<file path="src/pkg/asbc_pkg.sv">
package asbc_pkg;
   // ----------------------------------------
   // Widths
   // ----------------------------------------
   localparam int ASBC_DAW = 20;
   localparam int ASBC_RAW = 4;
   localparam int ASBC_DW = 32;
   localparam int ASBC_FRW = 8;
   localparam int ASBC_EVW = 3;
   // ----------------------------------------
   // Buffer capacity in nibbles
   // ----------------------------------------
   localparam logic [20:0] ASBC_CAP_SMALL = 21'h040000;
   localparam logic [20:0] ASBC_CAP_LARGE = 21'h100000;
   // ----------------------------------------
   // Codec constants
   // ----------------------------------------
   localparam logic [3:0] ASBC_CODE_BITS = 4'h5;
   localparam logic [3:0] ASBC_NIB_BITS = 4'h4;
   localparam logic [3:0] ASBC_SH_MAX = 4'hb;
   localparam logic [3:0] ASBC_MAG_HI = 4'hc;
   localparam logic [3:0] ASBC_MAG_LO = 4'h2;
   // ----------------------------------------
   // Command codes
   // ----------------------------------------
   localparam logic [7:0] ASBC_CMD_RELEASE = 8'hf4;
   localparam logic [7:0] ASBC_CMD_ASSERT = 8'hf5;
   // ----------------------------------------
   // Register offsets and status bits
   // ----------------------------------------
   localparam logic [3:0] ASBC_OFS_STATUS = 4'h0;
   localparam logic [3:0] ASBC_OFS_MASK = 4'h1;
   localparam logic [3:0] ASBC_OFS_FILL = 4'h2;
   localparam logic [3:0] ASBC_OFS_STATE = 4'h3;
   localparam int ASBC_EV_OVF = 0;
   localparam int ASBC_EV_RES = 1;
   localparam int ASBC_EV_SHK = 2;
   // ----------------------------------------
   // State
   // ----------------------------------------
   typedef enum logic [1:0] {ASBC_OFF, ASBC_WRITE, ASBC_HALT} asbc_st_e;
   typedef struct packed {
      asbc_st_e st;
      logic cmd_rel;
      logic ovf;
      logic res;
      logic [19:0] wr_ptr;
      logic [19:0] rd_ptr;
      logic [20:0] fill;
      logic [8:0] wacc;
      logic [3:0] wbits;
      logic [8:0] racc;
      logic [3:0] rbits;
      logic re;
      logic pend;
      logic we;
      logic [19:0] addr;
      logic [3:0] wdat;
      logic [15:0] epred;
      logic [3:0] esh;
      logic [15:0] dpred;
      logic [3:0] dsh;
      logic oval;
      logic [15:0] osmp;
      logic [7:0] last_fr;
      logic [2:0] stat;
      logic [2:0] mask;
      logic [31:0] rdata;
   } asbc_state_s;
endpackage : asbc_pkg

</file>
<file path="src/core/asbc_top.sv">
// Behaviour
// - Shock mode select high enables buffering, low disables and flushes it.
// - Samples enter at double speed, go to DRAM, leave at 1x rate.
// - Each 16-bit sample is ADPCM coded to 5 bits before storage.
// - DRAM of 256K x 4 or 1M x 4 nibbles is supported.
// - Size select high picks 1 Mbit organisation, low picks 4 Mbit.
// - Full DRAM stops writing and raises buffer overflow.
// - Stop point found with permission high raises resume found, writing restarts.
// - C2 error flag high acts as a shock: overflow and write stop.
// - Shock reset pin low initialises only the anti-shock logic.
// - Code F4 releases the shock reset, F5 asserts it, F5 at chip reset.
// - Chip reset loads all latched command settings with defaults.
// - Single-byte commands arrive from host; latched ones hold until changed.
//
// Our own choices: the register addresses and the address-and-strobe port.
`timescale 1ns/100ps
`default_nettype none
module asbc_top (
   input wire logic CLK,
   input wire logic RST_N,
   input wire logic SHOCK_MODE_SELECT,
   input wire logic DRAM_SIZE_SELECT,
   input wire logic WRITE_PERMISSION,
   input wire logic C2_ERROR_FLAG,
   input wire logic SHOCK_CTRL_RESET_N,
   input wire logic CMD_VALID,
   input wire logic [7:0] CMD_CODE,
   input wire logic IN_VALID,
   output logic IN_READY,
   input wire logic [15:0] IN_SAMPLE,
   input wire logic [asbc_pkg::ASBC_FRW-1:0] IN_FRAME,
   input wire logic OUT_READY,
   output logic OUT_VALID,
   output logic [15:0] OUT_SAMPLE,
   output logic BUFFER_OVERFLOW,
   output logic RESUME_FOUND,
   output logic [asbc_pkg::ASBC_DAW-1:0] DRAM_ADDR,
   output logic [3:0] DRAM_WDATA,
   output logic DRAM_WE,
   output logic DRAM_RE,
   input wire logic [3:0] DRAM_RDATA,
   input wire logic [asbc_pkg::ASBC_RAW-1:0] ADDR,
   input wire logic [asbc_pkg::ASBC_DW-1:0] WDATA,
   input wire logic WR,
   input wire logic RD,
   output logic [asbc_pkg::ASBC_DW-1:0] RDATA,
   output logic IRQ
);
   import asbc_pkg::*;

   // ----------------------------------------
   // Codec step, shared by coder and decoder
   // ----------------------------------------
   function automatic logic [19:0] asbc_adapt(
      input logic [15:0] p,
      input logic [3:0] sh,
      input logic [4:0] c
   );
      logic signed [17:0] d;
      logic signed [17:0] v;
      logic [15:0] q;
      logic [3:0] s;
      d = $signed({14'h0, c[3:0]}) <<< sh;
      v = c[4] ? $signed({{2{p[15]}}, p}) - d : $signed({{2{p[15]}}, p}) + d;
      // Clamp so a long run of steep steps cannot wrap the predictor
      if (v > 18'sh07fff) begin
         q = 16'h7fff;
      end else if (v < -18'sh08000) begin
         q = 16'h8000;
      end else begin
         q = v[15:0];
      end
      s = sh;
      if (c[3:0] >= ASBC_MAG_HI && sh < ASBC_SH_MAX) begin
         s = sh + 4'h1;
      end else if (c[3:0] <= ASBC_MAG_LO && sh != 4'h0) begin
         s = sh - 4'h1;
      end
      return {s, q};
   endfunction : asbc_adapt

   // ----------------------------------------
   // State
   // ----------------------------------------
   asbc_state_s s_r;
   asbc_state_s s_nxt;
   logic [20:0] cap;
   logic [19:0] pmask;
   logic full;
   logic as_rst;
   logic rd_go;
   logic wr_go;
   logic take;
   logic enc;
   logic [2:0] ev;
   logic [2:0] clr;
   logic [19:0] dec;
   logic [19:0] nenc;
   logic signed [16:0] diff;
   logic [16:0] mag;
   logic [16:0] mag_sh;
   logic [4:0] code;
   logic keep_rel;
   logic [31:0] keep_rd;

   assign cap = DRAM_SIZE_SELECT ? ASBC_CAP_SMALL : ASBC_CAP_LARGE;
   assign pmask = 20'(cap - 21'h1);
   assign full = s_r.fill >= cap;
   // Pin and command reset combine so that a tied-low pin hands control to commands
   assign as_rst = !SHOCK_CTRL_RESET_N && !s_r.cmd_rel;
   assign IN_READY = (s_r.st == ASBC_WRITE) ? (s_r.wbits <= ASBC_NIB_BITS) : 1'b1;
   assign take = IN_VALID && IN_READY;

   always_comb begin
      s_nxt = s_r;
      ev = 3'h0;
      enc = 1'b0;
      dec = 20'h0;
      nenc = 20'h0;
      diff = 17'sh0;
      mag = 17'h0;
      mag_sh = 17'h0;
      code = 5'h0;
      keep_rel = 1'b0;
      keep_rd = 32'h0;
      s_nxt.re = 1'b0;
      s_nxt.we = 1'b0;
      s_nxt.rdata = 32'h0;
      s_nxt.pend = s_r.re;
      // ----------------------------------------
      // Read side, drained at playback rate
      // ----------------------------------------
      if (s_r.pend) begin
         s_nxt.racc = s_r.racc | (9'(DRAM_RDATA) << s_r.rbits);
         s_nxt.rbits = s_r.rbits + ASBC_NIB_BITS;
      end
      if (s_r.oval && OUT_READY) begin
         s_nxt.oval = 1'b0;
      end
      if (!s_nxt.oval && s_nxt.rbits >= ASBC_CODE_BITS) begin
         dec = asbc_adapt(s_r.dpred, s_r.dsh, s_nxt.racc[4:0]);
         s_nxt.dpred = dec[15:0];
         s_nxt.dsh = dec[19:16];
         s_nxt.osmp = dec[15:0];
         s_nxt.oval = 1'b1;
         s_nxt.racc = s_nxt.racc >> ASBC_CODE_BITS;
         s_nxt.rbits = s_nxt.rbits - ASBC_CODE_BITS;
      end
      // One DRAM access per cycle; reads win so playback never starves
      rd_go = (s_r.st != ASBC_OFF) && (s_r.fill != 21'h0) && (s_nxt.rbits <= ASBC_NIB_BITS)
         && !s_r.re && !s_r.pend;
      wr_go = !rd_go && (s_r.st == ASBC_WRITE) && (s_r.wbits >= ASBC_NIB_BITS) && !full;
      if (rd_go) begin
         s_nxt.re = 1'b1;
         s_nxt.addr = s_r.rd_ptr;
         s_nxt.rd_ptr = (s_r.rd_ptr + 20'h1) & pmask;
         s_nxt.fill = s_r.fill - 21'h1;
      end
      if (wr_go) begin
         s_nxt.we = 1'b1;
         s_nxt.addr = s_r.wr_ptr;
         s_nxt.wdat = s_r.wacc[3:0];
         s_nxt.wacc = s_r.wacc >> ASBC_NIB_BITS;
         s_nxt.wbits = s_r.wbits - ASBC_NIB_BITS;
         s_nxt.wr_ptr = (s_r.wr_ptr + 20'h1) & pmask;
         s_nxt.fill = s_r.fill + 21'h1;
      end
      // ----------------------------------------
      // Write control
      // ----------------------------------------
      unique case (s_r.st)
         ASBC_OFF: begin
            if (SHOCK_MODE_SELECT) begin
               s_nxt.st = ASBC_WRITE;
            end
         end
         ASBC_WRITE: begin
            if (C2_ERROR_FLAG) begin
               s_nxt.st = ASBC_HALT;
               s_nxt.ovf = 1'b1;
               s_nxt.res = 1'b0;
               ev[ASBC_EV_OVF] = 1'b1;
               ev[ASBC_EV_SHK] = 1'b1;
            end else if (full && s_r.wbits >= ASBC_NIB_BITS) begin
               s_nxt.st = ASBC_HALT;
               s_nxt.ovf = 1'b1;
               s_nxt.res = 1'b0;
               ev[ASBC_EV_OVF] = 1'b1;
            end else if (take) begin
               enc = 1'b1;
            end
         end
         ASBC_HALT: begin
            // Samples are dropped here; the stop point is the frame after the last stored
            if (WRITE_PERMISSION && IN_VALID && !full
                && IN_FRAME == s_r.last_fr + 8'h1) begin
               s_nxt.st = ASBC_WRITE;
               s_nxt.ovf = 1'b0;
               s_nxt.res = 1'b1;
               ev[ASBC_EV_RES] = 1'b1;
               enc = 1'b1;
            end
         end
         default: begin
            s_nxt.st = ASBC_OFF;
         end
      endcase
      // ----------------------------------------
      // Coder
      // ----------------------------------------
      if (enc) begin
         diff = $signed({IN_SAMPLE[15], IN_SAMPLE}) - $signed({s_r.epred[15], s_r.epred});
         mag = diff[16] ? 17'(-diff) : 17'(diff);
         mag_sh = mag >> s_r.esh;
         code = {diff[16], (mag_sh > 17'h0000f) ? 4'hf : mag_sh[3:0]};
         nenc = asbc_adapt(s_r.epred, s_r.esh, code);
         s_nxt.epred = nenc[15:0];
         s_nxt.esh = nenc[19:16];
         s_nxt.wacc = s_nxt.wacc | (9'(code) << s_nxt.wbits);
         s_nxt.wbits = s_nxt.wbits + ASBC_CODE_BITS;
         s_nxt.last_fr = IN_FRAME;
      end
      // ----------------------------------------
      // Commands
      // ----------------------------------------
      if (CMD_VALID) begin
         if (CMD_CODE == ASBC_CMD_RELEASE) begin
            s_nxt.cmd_rel = 1'b1;
         end else if (CMD_CODE == ASBC_CMD_ASSERT) begin
            s_nxt.cmd_rel = 1'b0;
         end
      end
      // ----------------------------------------
      // Register bus
      // ----------------------------------------
      clr = 3'h0;
      if (WR && ADDR == ASBC_OFS_STATUS) begin
         clr = WDATA[2:0];
      end
      if (WR && ADDR == ASBC_OFS_MASK) begin
         s_nxt.mask = WDATA[2:0];
      end
      // A new event beats a clear in the same cycle
      s_nxt.stat = (s_r.stat & ~clr) | ev;
      if (RD) begin
         unique case (ADDR)
            ASBC_OFS_STATUS: s_nxt.rdata = {29'h0, s_r.stat};
            ASBC_OFS_MASK: s_nxt.rdata = {29'h0, s_r.mask};
            ASBC_OFS_FILL: s_nxt.rdata = {11'h0, s_r.fill};
            ASBC_OFS_STATE: s_nxt.rdata = {19'h0, s_r.last_fr, s_r.res, s_r.ovf,
               s_r.cmd_rel, 2'(s_r.st)};
            default: s_nxt.rdata = 32'h0;
         endcase
      end
      // ----------------------------------------
      // Disable and local reset
      // ----------------------------------------
      if (!SHOCK_MODE_SELECT) begin
         s_nxt.st = ASBC_OFF;
         s_nxt.ovf = 1'b0;
         s_nxt.res = 1'b0;
         s_nxt.wr_ptr = 20'h0;
         s_nxt.rd_ptr = 20'h0;
         s_nxt.fill = 21'h0;
         s_nxt.wbits = 4'h0;
         s_nxt.rbits = 4'h0;
         s_nxt.re = 1'b0;
         s_nxt.we = 1'b0;
         s_nxt.pend = 1'b0;
         s_nxt.oval = 1'b0;
         s_nxt.epred = 16'h0;
         s_nxt.esh = 4'h0;
         s_nxt.dpred = 16'h0;
         s_nxt.dsh = 4'h0;
      end
      // Only the shock logic clears; command latch and bus read data survive
      // A tied-low pin must still let a release command through, or the block stays held
      if (as_rst) begin
         keep_rel = s_nxt.cmd_rel;
         keep_rd = s_nxt.rdata;
         s_nxt = '0;
         s_nxt.cmd_rel = keep_rel;
         s_nxt.rdata = keep_rd;
      end
   end

   // Chip reset clears everything, leaving the F5 (asserted) latch state
   always_ff @(posedge CLK or negedge RST_N) begin
      if (!RST_N) begin
         s_r <= '0;
      end else begin
         s_r <= s_nxt;
      end
   end

   // ----------------------------------------
   // Outputs
   // ----------------------------------------
   assign OUT_VALID = s_r.oval;
   assign OUT_SAMPLE = s_r.osmp;
   assign BUFFER_OVERFLOW = s_r.ovf;
   assign RESUME_FOUND = s_r.res;
   assign DRAM_ADDR = s_r.addr;
   assign DRAM_WDATA = s_r.wdat;
   assign DRAM_WE = s_r.we;
   assign DRAM_RE = s_r.re;
   assign RDATA = s_r.rdata;
   assign IRQ = |(s_r.stat & s_r.mask);
endmodule : asbc_top
`default_nettype wire

</file>
<file path="config.mk">
export PLATFORM = sky130hd
export DESIGN_NAME = asbc_top
export DESIGN_NICKNAME = d
export VERILOG_FILES = /design/src/pkg/asbc_pkg.sv /design/src/core/asbc_top.sv
export SDC_FILE = /design/constraint.sdc
export NUM_CORES = 1
export LEC_CHECK = 0
export ABC_AREA = 1
export ABC_CLOCK_PERIOD_IN_PS = 7300
export BUFFER_PORTS_ARGS = -buffer_cell sky130_fd_sc_hd__buf_4
export CAP_MARGIN = 20
export CORE_UTILIZATION = 55
export DETAILED_ROUTE_END_ITERATION = 8
export GPL_TIMING_DRIVEN = 0
export HOLD_SLACK_MARGIN = 0.02
export PLACE_DENSITY = 0.78
export SLEW_MARGIN = 20
export SYNTH_ARGS = -nofsm -noshare
export SYNTH_HDL_FRONTEND = slang
export SYNTH_SLANG_ARGS = --single-unit
export TNS_END_PERCENT = 5
</file>
<file path="constraint.sdc">
create_clock -name CLK -period 7.3 [get_ports CLK]
set_input_delay 1.095 -clock CLK [delete_from_list [all_inputs] [get_ports CLK]]
set_output_delay 1.095 -clock CLK [all_outputs]
set_load 0.005 [all_outputs]
</file>
Word-level counts from Yosys, hierarchy flattened. Index checks and enable logic that the tools add are counted.

Register bits: 222. Input bits: 84. Logic and storage cells: 193.

Add/sub/neg operators: 20. Magnitude comparators: 16. Equality and inequality tests: 18. Shifts and indexed selects: 5. Multiplexer cells: 56. Bitwise operators: 8. Reductions and logical operators: 44.

Operators by type and width (number): $mux W222 (1); $pmux W21 S4 (1); $mux W41 (2); $mux W16 (4); $mux W63 (1); $mux W20 (3); $mux W21 (2); $add A20 B1 Y20 const B (2); $and A20 B20 Y20 (2); $mux W13 (3); $mux W37 (1); $add A16 B18 Y18 (2); $gt A18 B16 Y1 const B (2); $lt A18 B16 Y1 const B (2); $mux W18 (2); $sshl A5 B4 Y18 (2); $sub A16 B18 Y18 (2); $mux W34 (1); $mux W25 (1); $mux W4 (6); $add A21 B1 Y21 const B (1); $ge A21 B21 Y1 (1); $logic_and A1 B1 Y1 (21); $reduce_bool A21 Y1 (1); 50 further kinds (101).

Longest topological paths before layout.
Depth after elaboration: 20. Mapped depth: 56.

Worst setup path before layout. OpenSTA, ideal clock, no wires.

Kind: input port to flip-flop. From: in IN_SAMPLE[0]. To: reg s_r[100] (netlist name). Setup time: 0.123 ns. Data arrival time: 7.509 ns. Data required time: 7.177 ns. Path slack: -0.332 ns. Stages on the path: 47. Buffers on the path: 3. Cells stage by stage: inv_1 -> ha_1 -> fa_1 -> inv_1 -> nand3_1 -> nand2_2 -> nand2_1 -> nand2_1 -> nand3_1 -> nand2_1 -> nand2_1 -> nand2_1 -> buf_4 -> buf_2 -> nor2_1 -> xnor2_1 -> o21ai_0 -> o21ai_0 -> [... 11 more ...] -> a21oi_1 -> o21bai_1 -> a21oi_1 -> o21ai_0 -> a21oi_1 -> o21bai_1 -> a21oi_1 -> o21bai_1 -> a21oi_1 -> o21bai_1 -> a21oi_1 -> nor2_1 -> nor2_1 -> xor2_1 -> or2_2 -> nand3_2 -> buf_6 -> nand3_2.

Longest elaborated chain between the ends: 15. Elaborated cells on any way between the ends: 17. Classes of those cells: add/sub (4); order compare (3); shift (2); mux (8).

Ends and longest elaborated chain: from (decl) (RTL line asbc_top.sv:30) `input wire logic [15:0] IN_SAMPLE,`; $sub A16 B16 Y17 (*) (RTL line asbc_top.sv:212) `diff = $signed({IN_SAMPLE[15], IN_SAMPLE}) - $signed({s_r.epred[15], s_r.epred});`; $neg A17 Y17 (RTL line asbc_top.sv:213) `mag = diff[16] ? 17'(-diff) : 17'(diff);`; $mux W17 (RTL line asbc_top.sv:213); $shr A17 B4 Y17 (RTL line asbc_top.sv:214) `mag_sh = mag >> s_r.esh;`; $gt A17 B4 Y1 (RTL line asbc_top.sv:215) `code = {diff[16], (mag_sh > 17'h0000f) ? 4'hf : mag_sh[3:0]};`; $mux W4 (RTL line asbc_top.sv:215); $sshl A5 B4 Y18 (RTL line asbc_top.sv:63) `d = $signed({14'h0, c[3:0]}) <<< sh;`; $add A16 B18 Y18 / $sub A16 B18 Y18 (equally long branches) (RTL line asbc_top.sv:64) `v = c[4] ? $signed({{2{p[15]}}, p}) - d : $signed({{2{p[15]}}, p}) + d;`; $mux W18 (*) (RTL line asbc_top.sv:64); $lt A18 B16 Y1 (RTL line asbc_top.sv:68) `end else if (v < -18'sh08000) begin`; $mux W16 (RTL line asbc_top.sv:68); $mux W16 (*) (RTL line asbc_top.sv:66) `if (v > 18'sh07fff) begin`; $mux W20 (*) (RTL line asbc_top.sv:211) `if (enc) begin`; $mux W41 (*) (RTL line asbc_top.sv:258) `if (!SHOCK_MODE_SELECT) begin`; $mux W222 (*) (RTL line asbc_top.sv:278) `if (as_rst) begin`; to (signal assigned) (RTL line asbc_top.sv:292) `s_r <= s_nxt;`; to (decl) (RTL line asbc_top.sv:85) `asbc_state_s s_r;`.

Every way passes the cells marked *; elsewhere a longest branch is shown, timed or not. The select of a mux whose other input is x is not followed. A chain may end at the register's enable or synchronous reset.

Final worst setup path. Same ends and word-level chain as after synthesis.

==> out/summary.txt <==
Clk Latency, worst-skew pair -> 540 ps
dpl cells -> 2845
CP startpoint kind -> primary input
Clock transition at path regs -> 60 ps
R2R Setup Slk -> 160 ps
initial core utilization -> 0.566
Die Wd -> 175 um
Most common cell on crit path -> nand2_1
CORE AREA -> 29100 um^2
highest achievable clock rate -> 0.135 GHz
Layout fillers -> 2537
M1 GR Usage -> 0.399
Max clock buf depth -> 3
WHS -> 438 ps
placer congestion estimate -> 0.927
Gate Count Post-Synth -> 2327
top cell type's share of synthesized area -> 0.321
Layout Nets -> 2703
required time of the critical path -> 7760 ps
Vias/cell -> 5.58
Port Buf Inserts -> 122
area grow syn2layout -> 16.6%
final hold vios -> 0
leading cell types by count after synthesis -> nand2_1, inv_1, dfrtp_1, nor2_1, nand3_1
Syn Area/Cell -> 7.08 um^2
worst-path fanout max -> 7
CP endpoint kind -> flip-flop
die area -> 30600 um^2
Place WS -> -1070 ps
Max Clock Skew -> 27.0 ps
total power -> 3740 uW
initial antenna violation count -> 0
total track usage -> 0.295
Hold Crit Class -> primary input to asynchronous set/reset pin
actual slew at the worst max-slew pin -> 988 ps
Netlist cell types -> 57
DRC Markers -> 0
Lkg Pwr -> 0.00960 uW
max_cap viols -> 0
outcome -> finished with violations
clock sink count -> 211
ranking of synthesized cells by area -> dfrtp_1, nand2_1, inv_1
max-slew violations -> 0
GRT met3 Usage -> 0.0344
largest net degree at the start of global routing -> 94
Post-DP HPWL -> 33900 um
Wirelength per Cell -> 15.4 um
CP Class -> primary input to flip-flop
count leader, synth -> nand2_1
CP startpoint -> IN_SAMPLE[0]
synth warn -> 0
DIE HEIGHT -> 175 um
Post-synth ARST share -> 1.00
FF/Latch Area -> 5280 um^2
Multi-input gate area -> 9390 um^2
met2 GRT Util -> 0.498
post-synthesis sequential area ratio -> 0.321
mapped cell area -> 16500 um^2
Inserted Clock Buffers -> 24
vias in the first global route -> 15633
Final setup viols -> 14
drt initial violations -> 1453
I/O Pins -> 163
TritonCTS clock tree -> built
standard-cell row count -> 62
Final Worst Setup Slack -> -116 ps
first-pass GRT wire length -> 74600 um
area leader, netlist -> dfrtp_1
slew margin rel. -> 0.339
P per Cell Area -> 195 nW/um^2
Non-Filler Instances -> 2921
Worst R2R Start -> s_r[87]
Final period util -> 1.02
flops & latches, synth -> 211
critical path's slowest cell -> fa_2
n_diodes -> 0
failing checks -> negative setup slack
DRT Wirelength -> 45100 um
worst r2r path cells -> 48
largest stage delay on the critical path -> 570 ps
Post-synth EDFFs -> 0
unrepaired setup endpoints after global routing -> yes
FF-to-FF End -> s_r[100]
H-tree levels -> 1
IR drop worst, VDD -> 0.000207 V
total number of vias -> 16301
commonest register cell after synthesis -> dfrtp_1
fin crit period -> 7420 ps
share of layout cells above drive strength 1 -> 0.152
Worst Path Arrival -> 7870 ps
GRT busiest layer -> met2
CTS Root Cell -> clkbuf_16
antenna viol nets, final -> 0
total gr overflow -> 0
drt first pass iters -> 6
## worst max-delay path, delay by kind of cell
kind,cells,cell delay [ps]
AND/OR/NAND/NOR,24,2480
adder cells (fa/ha/maj),4,1210
AO/OA/AOI/OAI,11,1760
XOR/XNOR,2,410
buffers and inverters,9,910
## routing by layer
metal	vias to the layer above	part of all wire	wire (um)
li1	7973	-	-
met1	7705	0.45	20300
met2	556	0.47	21100
met3	67	0.061	2750
met4	0	0.021	964
met5	-	0	0
## what timing repair did
item / CTS / global route
hold buffers: 0 / 0
cloned: 1 / 0
pin swaps: 32 / 22
endpoints found under the setup margin: 16 / 23
resized for setup: 21 / 34
setup buffers: 27 / 7
endpoints found under the hold margin: 0 / 0
## sequential cells by signal (all words and copies together), names as in the netlist
signal	flops
BUFFER_OVERFLOW	1
DRAM_ADDR	20
DRAM_RE	1
DRAM_WDATA	4
DRAM_WE	1
OUT_SAMPLE	16
OUT_VALID	1
RDATA	21
RESUME_FOUND	1
s_r	145
## through the flow
step           area [um^2]   util  TNS (ps)
2_1_floorplan        16500      -     -82.5
3_3_place_gp         17900  0.617    -16610
3_5_place_dp         18000  0.619    -16320
4_1_cts              19100  0.655         0
5_1_grt              19200  0.660    -10100
6_report             19200  0.660     -1270
## report_power, final
part,internal [uW],leakage [uW],switching (uW),total (uW)
Sequential,1240,0.00291,49.6,1290
Combinational,513,0.00633,781,1290
Clock,664,0.000365,495,1160
## final cells by class
type / count / area share
Multi-Input combinational cell: 1671 / 0.489
Sequential cell: 211 / 0.275
Timing Repair Buffer: 159 / 0.0657
Inverter: 317 / 0.0621
Buffer: 138 / 0.0451
Clock buffer: 36 / 0.0367
Tap cell: 384 / 0.0250
Clock inverter: 5 / 0.00202
## cell families after synthesis
logic type                 count (synthesis)  share of synthesized area
AOI/OAI and AO/OA                        431                      0.148
xor gates and xnor gates                 102                     0.0542
adders and majority gates                 97                     0.0764
buffers and inverters                    455                      0.123
DFF                                      211                      0.321
muxes                                      1                   0.000608
other                                      1                   0.000228
and+or+nand+nor                         1029                      0.277
## worst max path at each step
stage / to / slack [ps] / depth (start not counted)
2_1_floorplan: s_r[93] / -9 / 51
3_3_place_gp: s_r[93] / -1000 / 51
4_1_cts: s_r[100] / 10 / 50
6_report: s_r[100] / -120 / 50
5_1_grt: s_r[93] / -670 / 53
3_5_place_dp: s_r[101] / -1070 / 51
## placed cells by master, fill, tap and decap left out, drive strengths merged, types with 31 or more instances in the layout
master and count:
dfrtp 211, xor2 71, nor3 46, inv 313, nand3 189, a21oi 144, nor2 196, buf 251
nand4 35, nand2 515, clkbuf 82, xnor2 31, ha 91, o22ai 33, o21ai 167
(Power assumes the default switching activity.)
